--- src/pkg/ftoc_defs.svh ---
// register offsets, field positions, reset values and codes for the fan/overtemp config bank
`ifndef FTOC_DEFS_SVH
`define FTOC_DEFS_SVH
`define FTOC_ADDR_PULSE_COUNT   8'h7B
`define FTOC_ADDR_TEMP_CONFIG   8'h7C
`define FTOC_RST_PULSE_COUNT    8'h55
`define FTOC_RST_TEMP_CONFIG    8'h01
`define FTOC_BIT_FORMAT         0
`define FTOC_BIT_OFFSET_RANGE   1
`define FTOC_BIT_CPU_OE         4
`define FTOC_BIT_REMOTE_A_OE    5
`define FTOC_BIT_LOCAL_OE       6
`define FTOC_BIT_REMOTE_B_OE    7
`define FTOC_LIMIT_OFF_OFFSET64 8'h00
`define FTOC_LIMIT_OFF_TWOS     8'h80
`define FTOC_NUM_FANS           4
`define FTOC_NUM_SRC            4
`endif

--- src/pkg/ftoc_pkg.sv ---
// types for the fan/overtemp config bank
package ftoc_pkg;
  typedef struct packed {
    logic       wr_en;
    logic       rd_en;
    logic [7:0] addr;
    logic [7:0] wdata;
  } ftoc_reg_req_t;

  typedef struct packed {
    logic [7:0] cpu;
    logic [7:0] remote_a;
    logic [7:0] local_t;
    logic [7:0] remote_b;
  } ftoc_temps_t;

  typedef struct packed {
    logic [1:0] fan_d_pulse_count;
    logic [1:0] fan_c_pulse_count;
    logic [1:0] fan_b_pulse_count;
    logic [1:0] fan_a_pulse_count;
  } ftoc_pulse_cfg_t;
endpackage

--- src/rtl/ftoc_config_bank.sv ---
// fan pulse-count and temperature-format/overtemp-output config registers
//
// Behaviour
// - fan A pulses per measurement from bits 1:0, codes give 1 to 4.
// - fans B, C, D use same encoding in bits 3:2, 5:4, 7:6.
// - pulse-count register resets to 0x55, two pulses per fan.
// - config bit 0 selects twos complement (1) or offset-64 (0); reset 0x01.
// - format change reinterprets all temperatures and limits at once.
// - config bit 1 sets offset resolution 0.5 or 1 degree for three offsets.
// - cpu temperature offset always uses 1 degree resolution.
// - bit 4 drives overtemp pin when cpu reading exceeds cpu control limit.
// - bit 5 drives overtemp pin when remote A exceeds its limit.
// - bit 6 drives overtemp pin when local exceeds its limit.
// - disabled source never drives pin; pin then only an input to the timer.
// - limit of -64 (offset-64) or -128 (twos) disables that source.
// - lock bit makes the config register read-only; writes ignored.
// - global disable suppresses overtemp output on every source.
`timescale 1ns/10ps
`include "ftoc_defs.svh"
module ftoc_config_bank (
  input  wire logic                     clk_sys_i,
  input  wire logic                     rst_i,
  input  wire ftoc_pkg::ftoc_reg_req_t  req_i,
  output logic [7:0]                    rdata_o,
  output logic                          rvalid_o,
  input  wire logic                     lock_i,
  input  wire logic                     overtemp_global_disable_i,
  input  wire ftoc_pkg::ftoc_temps_t    temps_i,
  input  wire ftoc_pkg::ftoc_temps_t    limits_i,
  output ftoc_pkg::ftoc_pulse_cfg_t     pulse_cfg_o,
  output logic [2:0]                    fan_a_pulse_count_o,
  output logic [2:0]                    fan_b_pulse_count_o,
  output logic [2:0]                    fan_c_pulse_count_o,
  output logic [2:0]                    fan_d_pulse_count_o,
  output logic                          temp_format_select_o,
  output logic                          offset_half_step_o,
  output logic                          cpu_offset_half_step_o,
  input  wire logic                     overtemp_pin_i,
  output logic                          overtemp_pin_o,
  output logic                          overtemp_pin_oe_n_o,
  output logic                          overtemp_timer_in_o
);
  logic [7:0] pulse_ff;
  logic [7:0] nxt_pulse;
  logic [7:0] cfg_ff;
  logic [7:0] nxt_cfg;
  logic [7:0] rdata_ff;
  logic [7:0] nxt_rdata;
  logic       rvalid_ff;
  logic       nxt_rvalid;
  logic       drive_ff;
  logic       nxt_drive;
  logic [`FTOC_NUM_SRC-1:0] trip;
  logic [`FTOC_NUM_SRC-1:0] src_en;
  logic [2:0] cnt [`FTOC_NUM_FANS];

  // register writes and reads
  always_comb begin
    nxt_pulse = pulse_ff;
    nxt_cfg = cfg_ff;
    nxt_rdata = rdata_ff;
    nxt_rvalid = req_i.rd_en;
    if (req_i.wr_en && req_i.addr == `FTOC_ADDR_PULSE_COUNT) begin
      nxt_pulse = req_i.wdata;
    end
    if (req_i.wr_en && req_i.addr == `FTOC_ADDR_TEMP_CONFIG && !lock_i) begin
      nxt_cfg = req_i.wdata;
    end
    if (req_i.rd_en) begin
      case (req_i.addr)
        `FTOC_ADDR_PULSE_COUNT: nxt_rdata = pulse_ff;
        `FTOC_ADDR_TEMP_CONFIG: nxt_rdata = cfg_ff;
        default:                nxt_rdata = 8'h00;
      endcase
    end
  end

  always_ff @(posedge clk_sys_i or posedge rst_i) begin
    if (rst_i) begin
      pulse_ff  <= `FTOC_RST_PULSE_COUNT;
      cfg_ff    <= `FTOC_RST_TEMP_CONFIG;
      rdata_ff  <= 8'h00;
      rvalid_ff <= 1'b0;
    end else begin
      pulse_ff  <= nxt_pulse;
      cfg_ff    <= nxt_cfg;
      rdata_ff  <= nxt_rdata;
      rvalid_ff <= nxt_rvalid;
    end
  end

  // pulse code to pulse count, one per fan
  genvar g;
  generate
    for (g = 0; g < `FTOC_NUM_FANS; g++) begin : g_fan
      assign cnt[g] = {1'b0, pulse_ff[2*g+1 -: 2]} + 3'h1;
    end
  endgenerate

  assign src_en = {cfg_ff[`FTOC_BIT_REMOTE_B_OE], cfg_ff[`FTOC_BIT_LOCAL_OE],
                   cfg_ff[`FTOC_BIT_REMOTE_A_OE], cfg_ff[`FTOC_BIT_CPU_OE]};

  // one comparator per source; source 0 (cpu) sits in the top byte
  genvar s;
  generate
    for (s = 0; s < `FTOC_NUM_SRC; s++) begin : g_src
      ftoc_src_cmp u_cmp (
        .twos_i   (cfg_ff[`FTOC_BIT_FORMAT]),
        .enable_i (src_en[s]),
        .temp_i   (temps_i[8*`FTOC_NUM_SRC-1-8*s -: 8]),
        .limit_i  (limits_i[8*`FTOC_NUM_SRC-1-8*s -: 8]),
        .trip_o   (trip[s])
      );
    end
  endgenerate

  // pin drive decision, registered
  always_comb begin
    nxt_drive = (|trip) && !overtemp_global_disable_i;
  end

  always_ff @(posedge clk_sys_i or posedge rst_i) begin
    if (rst_i) begin
      drive_ff <= 1'b0;
    end else begin
      drive_ff <= nxt_drive;
    end
  end

  assign rdata_o                = rdata_ff;
  assign rvalid_o               = rvalid_ff;
  assign pulse_cfg_o            = pulse_ff;
  assign fan_a_pulse_count_o    = cnt[0];
  assign fan_b_pulse_count_o    = cnt[1];
  assign fan_c_pulse_count_o    = cnt[2];
  assign fan_d_pulse_count_o    = cnt[3];
  assign temp_format_select_o   = cfg_ff[`FTOC_BIT_FORMAT];
  assign offset_half_step_o     = !cfg_ff[`FTOC_BIT_OFFSET_RANGE];
  assign cpu_offset_half_step_o = 1'b0;
  // open drain: drives low (active overtemp), oe low while driving
  assign overtemp_pin_o         = 1'b0;
  assign overtemp_pin_oe_n_o    = !drive_ff;
  assign overtemp_timer_in_o    = overtemp_pin_i;
endmodule

--- src/rtl/ftoc_src_cmp.sv ---
// one temperature source: format-aware compare against its limit
`timescale 1ns/10ps
`include "ftoc_defs.svh"
module ftoc_src_cmp (
  input  wire logic       twos_i,
  input  wire logic       enable_i,
  input  wire logic [7:0] temp_i,
  input  wire logic [7:0] limit_i,
  output logic            trip_o
);
  logic       limit_off;
  logic [7:0] t_cmp;
  logic [7:0] l_cmp;

  // offset-64 values are unsigned; flip msb on twos values to compare unsigned
  always_comb begin
    t_cmp = twos_i ? {~temp_i[7], temp_i[6:0]} : temp_i;
    l_cmp = twos_i ? {~limit_i[7], limit_i[6:0]} : limit_i;
    limit_off = twos_i ? (limit_i == `FTOC_LIMIT_OFF_TWOS)
                       : (limit_i == `FTOC_LIMIT_OFF_OFFSET64);
    trip_o = enable_i && !limit_off && (t_cmp > l_cmp);
  end
endmodule

--- config.mk ---
export PLATFORM = sky130hd
export DESIGN_NAME = ftoc_config_bank
export DESIGN_NICKNAME = d
export VERILOG_FILES = /design/src/pkg/ftoc_pkg.sv /design/src/rtl/ftoc_config_bank.sv /design/src/rtl/ftoc_src_cmp.sv
export VERILOG_INCLUDE_DIRS = /design/src /design/src/pkg
export SDC_FILE = /design/constraint.sdc
export NUM_CORES = 1
export LEC_CHECK = 0
export BUFFER_PORTS_ARGS = -buffer_cell sky130_fd_sc_hd__buf_2
export CAP_MARGIN = 20
export CORE_AREA = 2 2 66 75
export CTS_CLUSTER_DIAMETER = 60
export DETAILED_ROUTE_END_ITERATION = 6
export DIE_AREA = 0 0 68 77
export GPL_TIMING_DRIVEN = 0
export PLACE_DENSITY = 0.83
export SYNTH_ARGS = -nofsm -noshare
export SYNTH_HDL_FRONTEND = slang
export SYNTH_SLANG_ARGS = --single-unit
--- constraint.sdc ---
create_clock -name clk_sys_i -period 5.85 [get_ports clk_sys_i]
set_clock_uncertainty 0.05 [all_clocks]
set_input_delay 0.8775 -clock clk_sys_i [delete_from_list [all_inputs] [get_ports clk_sys_i]]
set_output_delay 0.8775 -clock clk_sys_i [all_outputs]
set_load 0.05 [all_outputs]
**Word level (Yosys, flattened, before mapping)**

Index checks and enable logic that the tools add are counted.

- Add/sub/neg operators: 4
- Magnitude comparators: 4
- Equal/unequal tests: 6
- Multiplexer cells: 13
- Bitwise logic cells: 8
- Reduce and logical (&&, ||, !) cells: 25

Operators by type and width:

| cell | count |
|---|---|
| 8-bit 2-to-1 mux | 8 |
| 8-bit equality test, second input constant | 4 |
| 8-bit greater-than comparator | 4 |
| 8-bit logical NOT | 4 |
| 8-bit by 7-bit equality test with 1-bit output, second input constant | 2 |
| 8-bit one-hot mux with 2 select lines | 1 |
| 2-bit by 1-bit adder with 3-bit output, second input constant | 4 |
| 1-bit logical AND | 12 |
| 1-bit logical NOT | 8 |
| 1-bit NOT | 8 |
| 1-bit 2-to-1 mux | 4 |
| 4-bit OR reduction | 1 |

- Flip-flop bits (word level): 26
- Bits of input ports: 87
- Logic and storage cells: 65

**Depth between registers and ports, before layout**

- Word-level depth: 7
- Mapped depth: 8
- Mapped depth without buffers: 7

**Hierarchy**

A second synthesis with hierarchy kept.

- Cell total of the unflattened synthesis: 225
- Area, all modules: 2132.0 sq um

By module, submodules not included:

| module | times used | cells each | area each (sq um) | seq. area each (sq um) |
|---|---|---|---|---|
| ftoc_config_bank | 1 | 93 | 1196.1 | 656.9 |
| ftoc_src_cmp | 4 | 33 | 234.0 | 0.0 |

**Worst setup path before layout**

No wires, ideal clock.

- Kind: input to register
- From: input port req_i[14] (netlist name)
- To: register cfg_ff[7]
- Library setup time: 125 ps
- Arrival time: 2143 ps
- Setup slack: 3532 ps
- Stages on the path: 5
- Path buffers: 0
- Path through: nor2b_2 nand4_2 nor4b_4 nand3b_4 mux2_4

- Longest elaborated chain between the ends: 3

Ends and longest elaborated chain:

| element | RTL line | source |
|---|---|---|
| start, declared | ftoc_config_bank.sv:23 | `input wire ftoc_pkg::ftoc_reg_req_t req_i,` |
| 8-bit by 7-bit equality test with 1-bit output | -- |  |
| 1-bit logical AND (no line) | -- |  |
| 1-bit logical AND | ftoc_config_bank.sv:66 | `` if (req_i.wr_en && req_i.addr == `FTOC_ADDR_TEMP_CONFIG && !lock_i) begin `` |
| end signal, assigned | ftoc_config_bank.sv:81 | `` cfg_ff <= `FTOC_RST_TEMP_CONFIG; `` |
| end signal, assigned | ftoc_config_bank.sv:86 | `cfg_ff <= nxt_cfg;` |
| end, declared | ftoc_config_bank.sv:45 | `logic [7:0] cfg_ff;` |

No other way between the ends.
A chain may end at the register's enable or synchronous reset.

**Final worst setup path**

- From: input port req_i[15] (netlist name)
- To: register pulse_ff[7] (netlist: pulse_cfg_o[7])

- Longest elaborated chain between the ends: 2

Ends and longest elaborated chain:

| element | RTL line | source |
|---|---|---|
| 8-bit by 7-bit equality test with 1-bit output | -- |  |
| 1-bit logical AND (no line) | -- |  |
| end signal, assigned | ftoc_config_bank.sv:80 | `` pulse_ff <= `FTOC_RST_PULSE_COUNT; `` |
| end signal, assigned | ftoc_config_bank.sv:85 | `pulse_ff <= nxt_pulse;` |
| end, declared | ftoc_config_bank.sv:43 | `logic [7:0] pulse_ff;` |

No other way between the ends.

==> run summary <==
The flow ran to the end, and the final reports show no timing, DRC or antenna violations. The leading area contributor after synthesis was sky130_fd_sc_hd__dfrtp_1. After floorplanning, the core was divided into 26 placement rows. For this block, the initial DRC count from the detailed router was 26. The run gives 0 as the initial antenna violation count. The logs give 3690 ps for the register-to-register setup slack and 467 ps for the worst slack on hold paths. The final layout contains 464 nets.

Synthesis inferred 26 register bits. After detailed routing, the average wire length per cell comes to 13.5 um. The first global-routing pass estimated 8530 um of wire.

Type of the worst min-delay path: input port to asynchronous set/reset pin. The run gives 0 ps as the summed negative setup slack over all endpoints. The number of levels the H-tree was split into is 1, and the horizontal die dimension is 68 um.

The cell area power density came out at 168 nW/um^2. In this run the vertical extent of the chip is 77 um. The tree built by TritonCTS fans out to 26 sinks. The actual transition at the worst max-transition pin came out at 666 ps.

TritonCTS built the clock tree. The root buffer cell was sky130_fd_sc_hd__clkbuf_8. The final count of pins violating max slew is 0. The time the worst path needs with I/O delays and setup is 2380 ps.

The logs give 34 for the post-synthesis cell type count and 122 for the number of top-level pins. The floorplan step defined a core boundary enclosing 4490 sq um. The peak clock frequency supported by timing was 0.421 GHz. The via density per instance was 5.25. The routed layout has 2078 vias. VDD sags by at most 0.000149 V. Wires add up to 5350 um. The run gives 0 as the antenna diode count. Overall fraction of global-route tracks in use: 20.4%. Setup violations remaining at the end of the flow were counted as 0. In the final layout, the multi-input gates occupy 1270 sq um. The final critical path takes up 40.6% of the cycle. Remaining max-slew budget at the tightest pin: 55.3%. The number of setup buffers added after CTS is 0.

The length in cells of the worst reg-to-reg path was 7; the count of endpoints failing hold in the final timing report was 0. The die covers 5240 sq um. In this run, post-CTS hold repair placed 0 buffers. The worst setup path is captured at a flip-flop. Synthesized area: 2090 sq um. Post-synthesis sequential area ratio: 31.4%. The arrival time of the worst setup path was 2480 ps; the effective utilization at floorplan was 46.6%. The run gives 270 ps as the insertion delay to the later sink of the worst-skew pair. The tools report the share of the core filled with cells as 63.2%. For this run, design rule violations remaining after detail routing come to 0. The tools report the via count of the first global-routing pass as 2059. End of the worst register-to-register path: drive_ff$_DFF_PP0_. Once detailed placement completed, the half-perimeter wirelength came to 4370 um. Port buffering added 118 buffers. In this run the static leakage power is 1.62 nW. Registers take 657 sq um. The run gives 399 as the number of fill cells in the layout. Reg-to-reg startpoint: cfg_ff[0]$_DFFE_PP1P_.

Entering global routing, the biggest net connects 27 pins. The peak fanout along the critical path came out at 9. The critical path in this run is classified as input port to flip-flop. Counting every instance in the synthesized netlist gives 216. Setup repair after global routing left no endpoint under its margin. Summed over all layers, the global routing overflow is 0. Sorting the synthesized cells by area gives the leading types as sky130_fd_sc_hd__dfrtp_1, sky130_fd_sc_hd__ha_1, sky130_fd_sc_hd__mux2_2. The clock passes through at most 2 buffers.

The area growth from synthesis to layout is 35.7%. The max-capacitance violation count was 0. Of the post-synthesis cell area, the dominant cell type holds 25.1%.

The worst setup path is launched from an input port. STA puts the critical path data required time at 5960 ps. Routability-driven placement finished with a final weighted congestion of 0.821. The logs give 3 for the CTS buffer count and 0 for the number of antenna-violating nets in the routed design. The share of layout cells above drive strength 1 works out to 45.3%.

The tools report the yosys synthesis warning count as 0. For the detailed-routing iteration count for the pre-antenna-repair pass, the log shows 4. The critical path starts at req_i[15].

Following the worst setup path forward leads to its endpoint at pulse_cfg_o[7]$_DFFE_PP0P_. Each instance of the synthesized netlist takes up on average 9.68 sq um. The number of gates resized after CTS was 0. The clock edge transition at the registers on the reported setup and hold paths came out at 90 ps.
[Yosys cell counts]
| cell | n |
|---|---|
| sky130_fd_sc_hd__nor4_1 | 4 |
| sky130_fd_sc_hd__nor4b_4 | 1 |
| sky130_fd_sc_hd__a31oi_1 | 4 |
| sky130_fd_sc_hd__nand2_2 | 1 |
| sky130_fd_sc_hd__o21ai_0 | 4 |
| sky130_fd_sc_hd__o211ai_1 | 4 |
| sky130_fd_sc_hd__a41oi_1 | 1 |
| sky130_fd_sc_hd__clkbuf_1 | 1 |
| sky130_fd_sc_hd__nand3b_4 | 1 |
| sky130_fd_sc_hd__mux2_4 | 1 |
| sky130_fd_sc_hd__a21oi_1 | 20 |
| sky130_fd_sc_hd__a22oi_1 | 8 |
| sky130_fd_sc_hd__nor2b_1 | 4 |
| sky130_fd_sc_hd__nand3_1 | 4 |
| sky130_fd_sc_hd__a21boi_0 | 4 |
| sky130_fd_sc_hd__xnor2_1 | 4 |
| sky130_fd_sc_hd__nand4_2 | 1 |
| sky130_fd_sc_hd__nor3_1 | 4 |
| sky130_fd_sc_hd__mux2_2 | 15 |
| sky130_fd_sc_hd__buf_4 | 3 |
| sky130_fd_sc_hd__ha_1 | 36 |
| sky130_fd_sc_hd__nor2_1 | 8 |
| sky130_fd_sc_hd__dfstp_2 | 5 |
| sky130_fd_sc_hd__nand4_1 | 8 |
| sky130_fd_sc_hd__conb_1 | 1 |
| sky130_fd_sc_hd__buf_2 | 1 |
| sky130_fd_sc_hd__buf_1 | 1 |
| sky130_fd_sc_hd__dfrtp_1 | 21 |
| sky130_fd_sc_hd__xor2_1 | 4 |
| sky130_fd_sc_hd__o31ai_1 | 4 |
| sky130_fd_sc_hd__nor2b_2 | 1 |
| sky130_fd_sc_hd__nor3_2 | 1 |
| sky130_fd_sc_hd__nand2_1 | 1 |
| sky130_fd_sc_hd__inv_1 | 35 |
[layout by cell type (no fill, tap or decap)]
cell,synthesis,layout
sky130_fd_sc_hd__nand3b_4,1,1
sky130_fd_sc_hd__nand3_1,4,4
sky130_fd_sc_hd__nor3_2,1,1
sky130_fd_sc_hd__nor4b_4,1,1
sky130_fd_sc_hd__nand4_1,8,8
sky130_fd_sc_hd__conb_1,1,2
sky130_fd_sc_hd__buf_1,1,1
sky130_fd_sc_hd__dfstp_2,5,5
sky130_fd_sc_hd__buf_16,0,1
sky130_fd_sc_hd__nand2_1,1,1
sky130_fd_sc_hd__xnor2_1,4,4
sky130_fd_sc_hd__ha_1,36,36
sky130_fd_sc_hd__mux2_4,1,1
sky130_fd_sc_hd__nor4_1,4,4
sky130_fd_sc_hd__a22oi_1,8,8
sky130_fd_sc_hd__clkbuf_8,0,4
sky130_fd_sc_hd__o21ai_0,4,4
sky130_fd_sc_hd__clkbuf_1,1,1
sky130_fd_sc_hd__buf_2,1,119
sky130_fd_sc_hd__a41oi_1,1,1
sky130_fd_sc_hd__nand4_2,1,1
sky130_fd_sc_hd__dfrtp_1,21,21
sky130_fd_sc_hd__inv_1,35,35
sky130_fd_sc_hd__xor2_1,4,4
sky130_fd_sc_hd__o31ai_1,4,4
sky130_fd_sc_hd__nor2b_2,1,1
sky130_fd_sc_hd__buf_4,3,3
sky130_fd_sc_hd__a31oi_1,4,4
sky130_fd_sc_hd__o211ai_1,4,4
sky130_fd_sc_hd__nor2b_1,4,4
sky130_fd_sc_hd__nor2_1,8,8
sky130_fd_sc_hd__a21boi_0,4,4
sky130_fd_sc_hd__mux2_2,15,15
sky130_fd_sc_hd__nand2_2,1,1
sky130_fd_sc_hd__a21oi_1,20,20
sky130_fd_sc_hd__nor3_1,4,4
[per-stage QoR]
step	instances	area (sq um)	total power [mW]	setup slack, ps
global placement	391	2760	0.354	3180
global route	396	2840	0.503	3360
detailed placement	391	2760	0.360	3180
floorplan	217	2090	0.302	3530
finish	396	2840	0.476	3470
CTS	395	2810	0.475	3470
[logic make-up (layout without fill, tap and decap cells)]
family / Yosys count / in the layout / synth area share, %
xor gates and xnor gates: 8 / 8 / 3.35
and+or+nand+nor: 39 / 39 / 12.2
DFF: 26 / 26 / 31.4
buffers and inverters: 41 / 164 / 7.96
other: 1 / 2 / 0.179
muxes: 16 / 16 / 8.80
adders and majority gates: 36 / 36 / 21.5
AOI/OAI and AO/OA: 49 / 49 / 14.5
[metal layers]
layer / global-route usage, % / routed length [um] / vias up
met5: 0 / 0 / -
met4: 5.80 / 79 / 0
met3: 1.61 / 337 / 9
met2: 39.8 / 2900 / 81
met1: 22.1 / 2040 / 967
li1: - / - / 1021
[where the power goes]
group / internal (mW) / total [mW] / leakage [nW] / switching (mW)
logic: 0.0623 / 0.163 / 1.26 / 0.101
clock network: 0.0602 / 0.117 / 0.0288 / 0.0568
registers: 0.189 / 0.196 / 0.330 / 0.00673
total: 0.312 / 0.476 / 1.62 / 0.164
[worst min-delay path by stage]
stage | startpoint | end | slack, ps | depth (start not counted)
2_1_floorplan | cfg_ff[2]$_DFFE_PP0P_ | cfg_ff[2]$_DFFE_PP0P_ | 430 | 1
3_3_place_gp | cfg_ff[3]$_DFFE_PP0P_ | cfg_ff[3]$_DFFE_PP0P_ | 440 | 1
3_5_place_dp | cfg_ff[3]$_DFFE_PP0P_ | cfg_ff[3]$_DFFE_PP0P_ | 460 | 1
4_1_cts | cfg_ff[3]$_DFFE_PP0P_ | cfg_ff[3]$_DFFE_PP0P_ | 480 | 1
5_1_grt | rst_i | pulse_cfg_o[7]$_DFFE_PP0P_ | 460 | 2
6_report | rst_i | cfg_ff[2]$_DFFE_PP0P_ | 470 | 2
[registers in the layout, summed over array words and instances, names as in the netlist]
name and flops:
pulse_cfg_o 8, rdata_o 8, rvalid_o 1, cfg_ff 8, drive_ff 1
[area by class of cell]
cell class / count / share of cell area (%)
inverter: 35 / 4.63
tap: 56 / 2.47
multi-input combinational: 150 / 44.8
clock buffer: 4 / 1.94
buffer: 6 / 1.23
sequential: 26 / 23.1
timing repair buffer: 119 / 21.8
[critical path: stages]
cell	delay [ps]
sky130_fd_sc_hd__buf_2	100
sky130_fd_sc_hd__nor2b_2	110
sky130_fd_sc_hd__nand4_2	160
sky130_fd_sc_hd__nor3_2	590
sky130_fd_sc_hd__nand2_2	300
sky130_fd_sc_hd__mux2_2	350
Power figures use the tool's default switching activity.
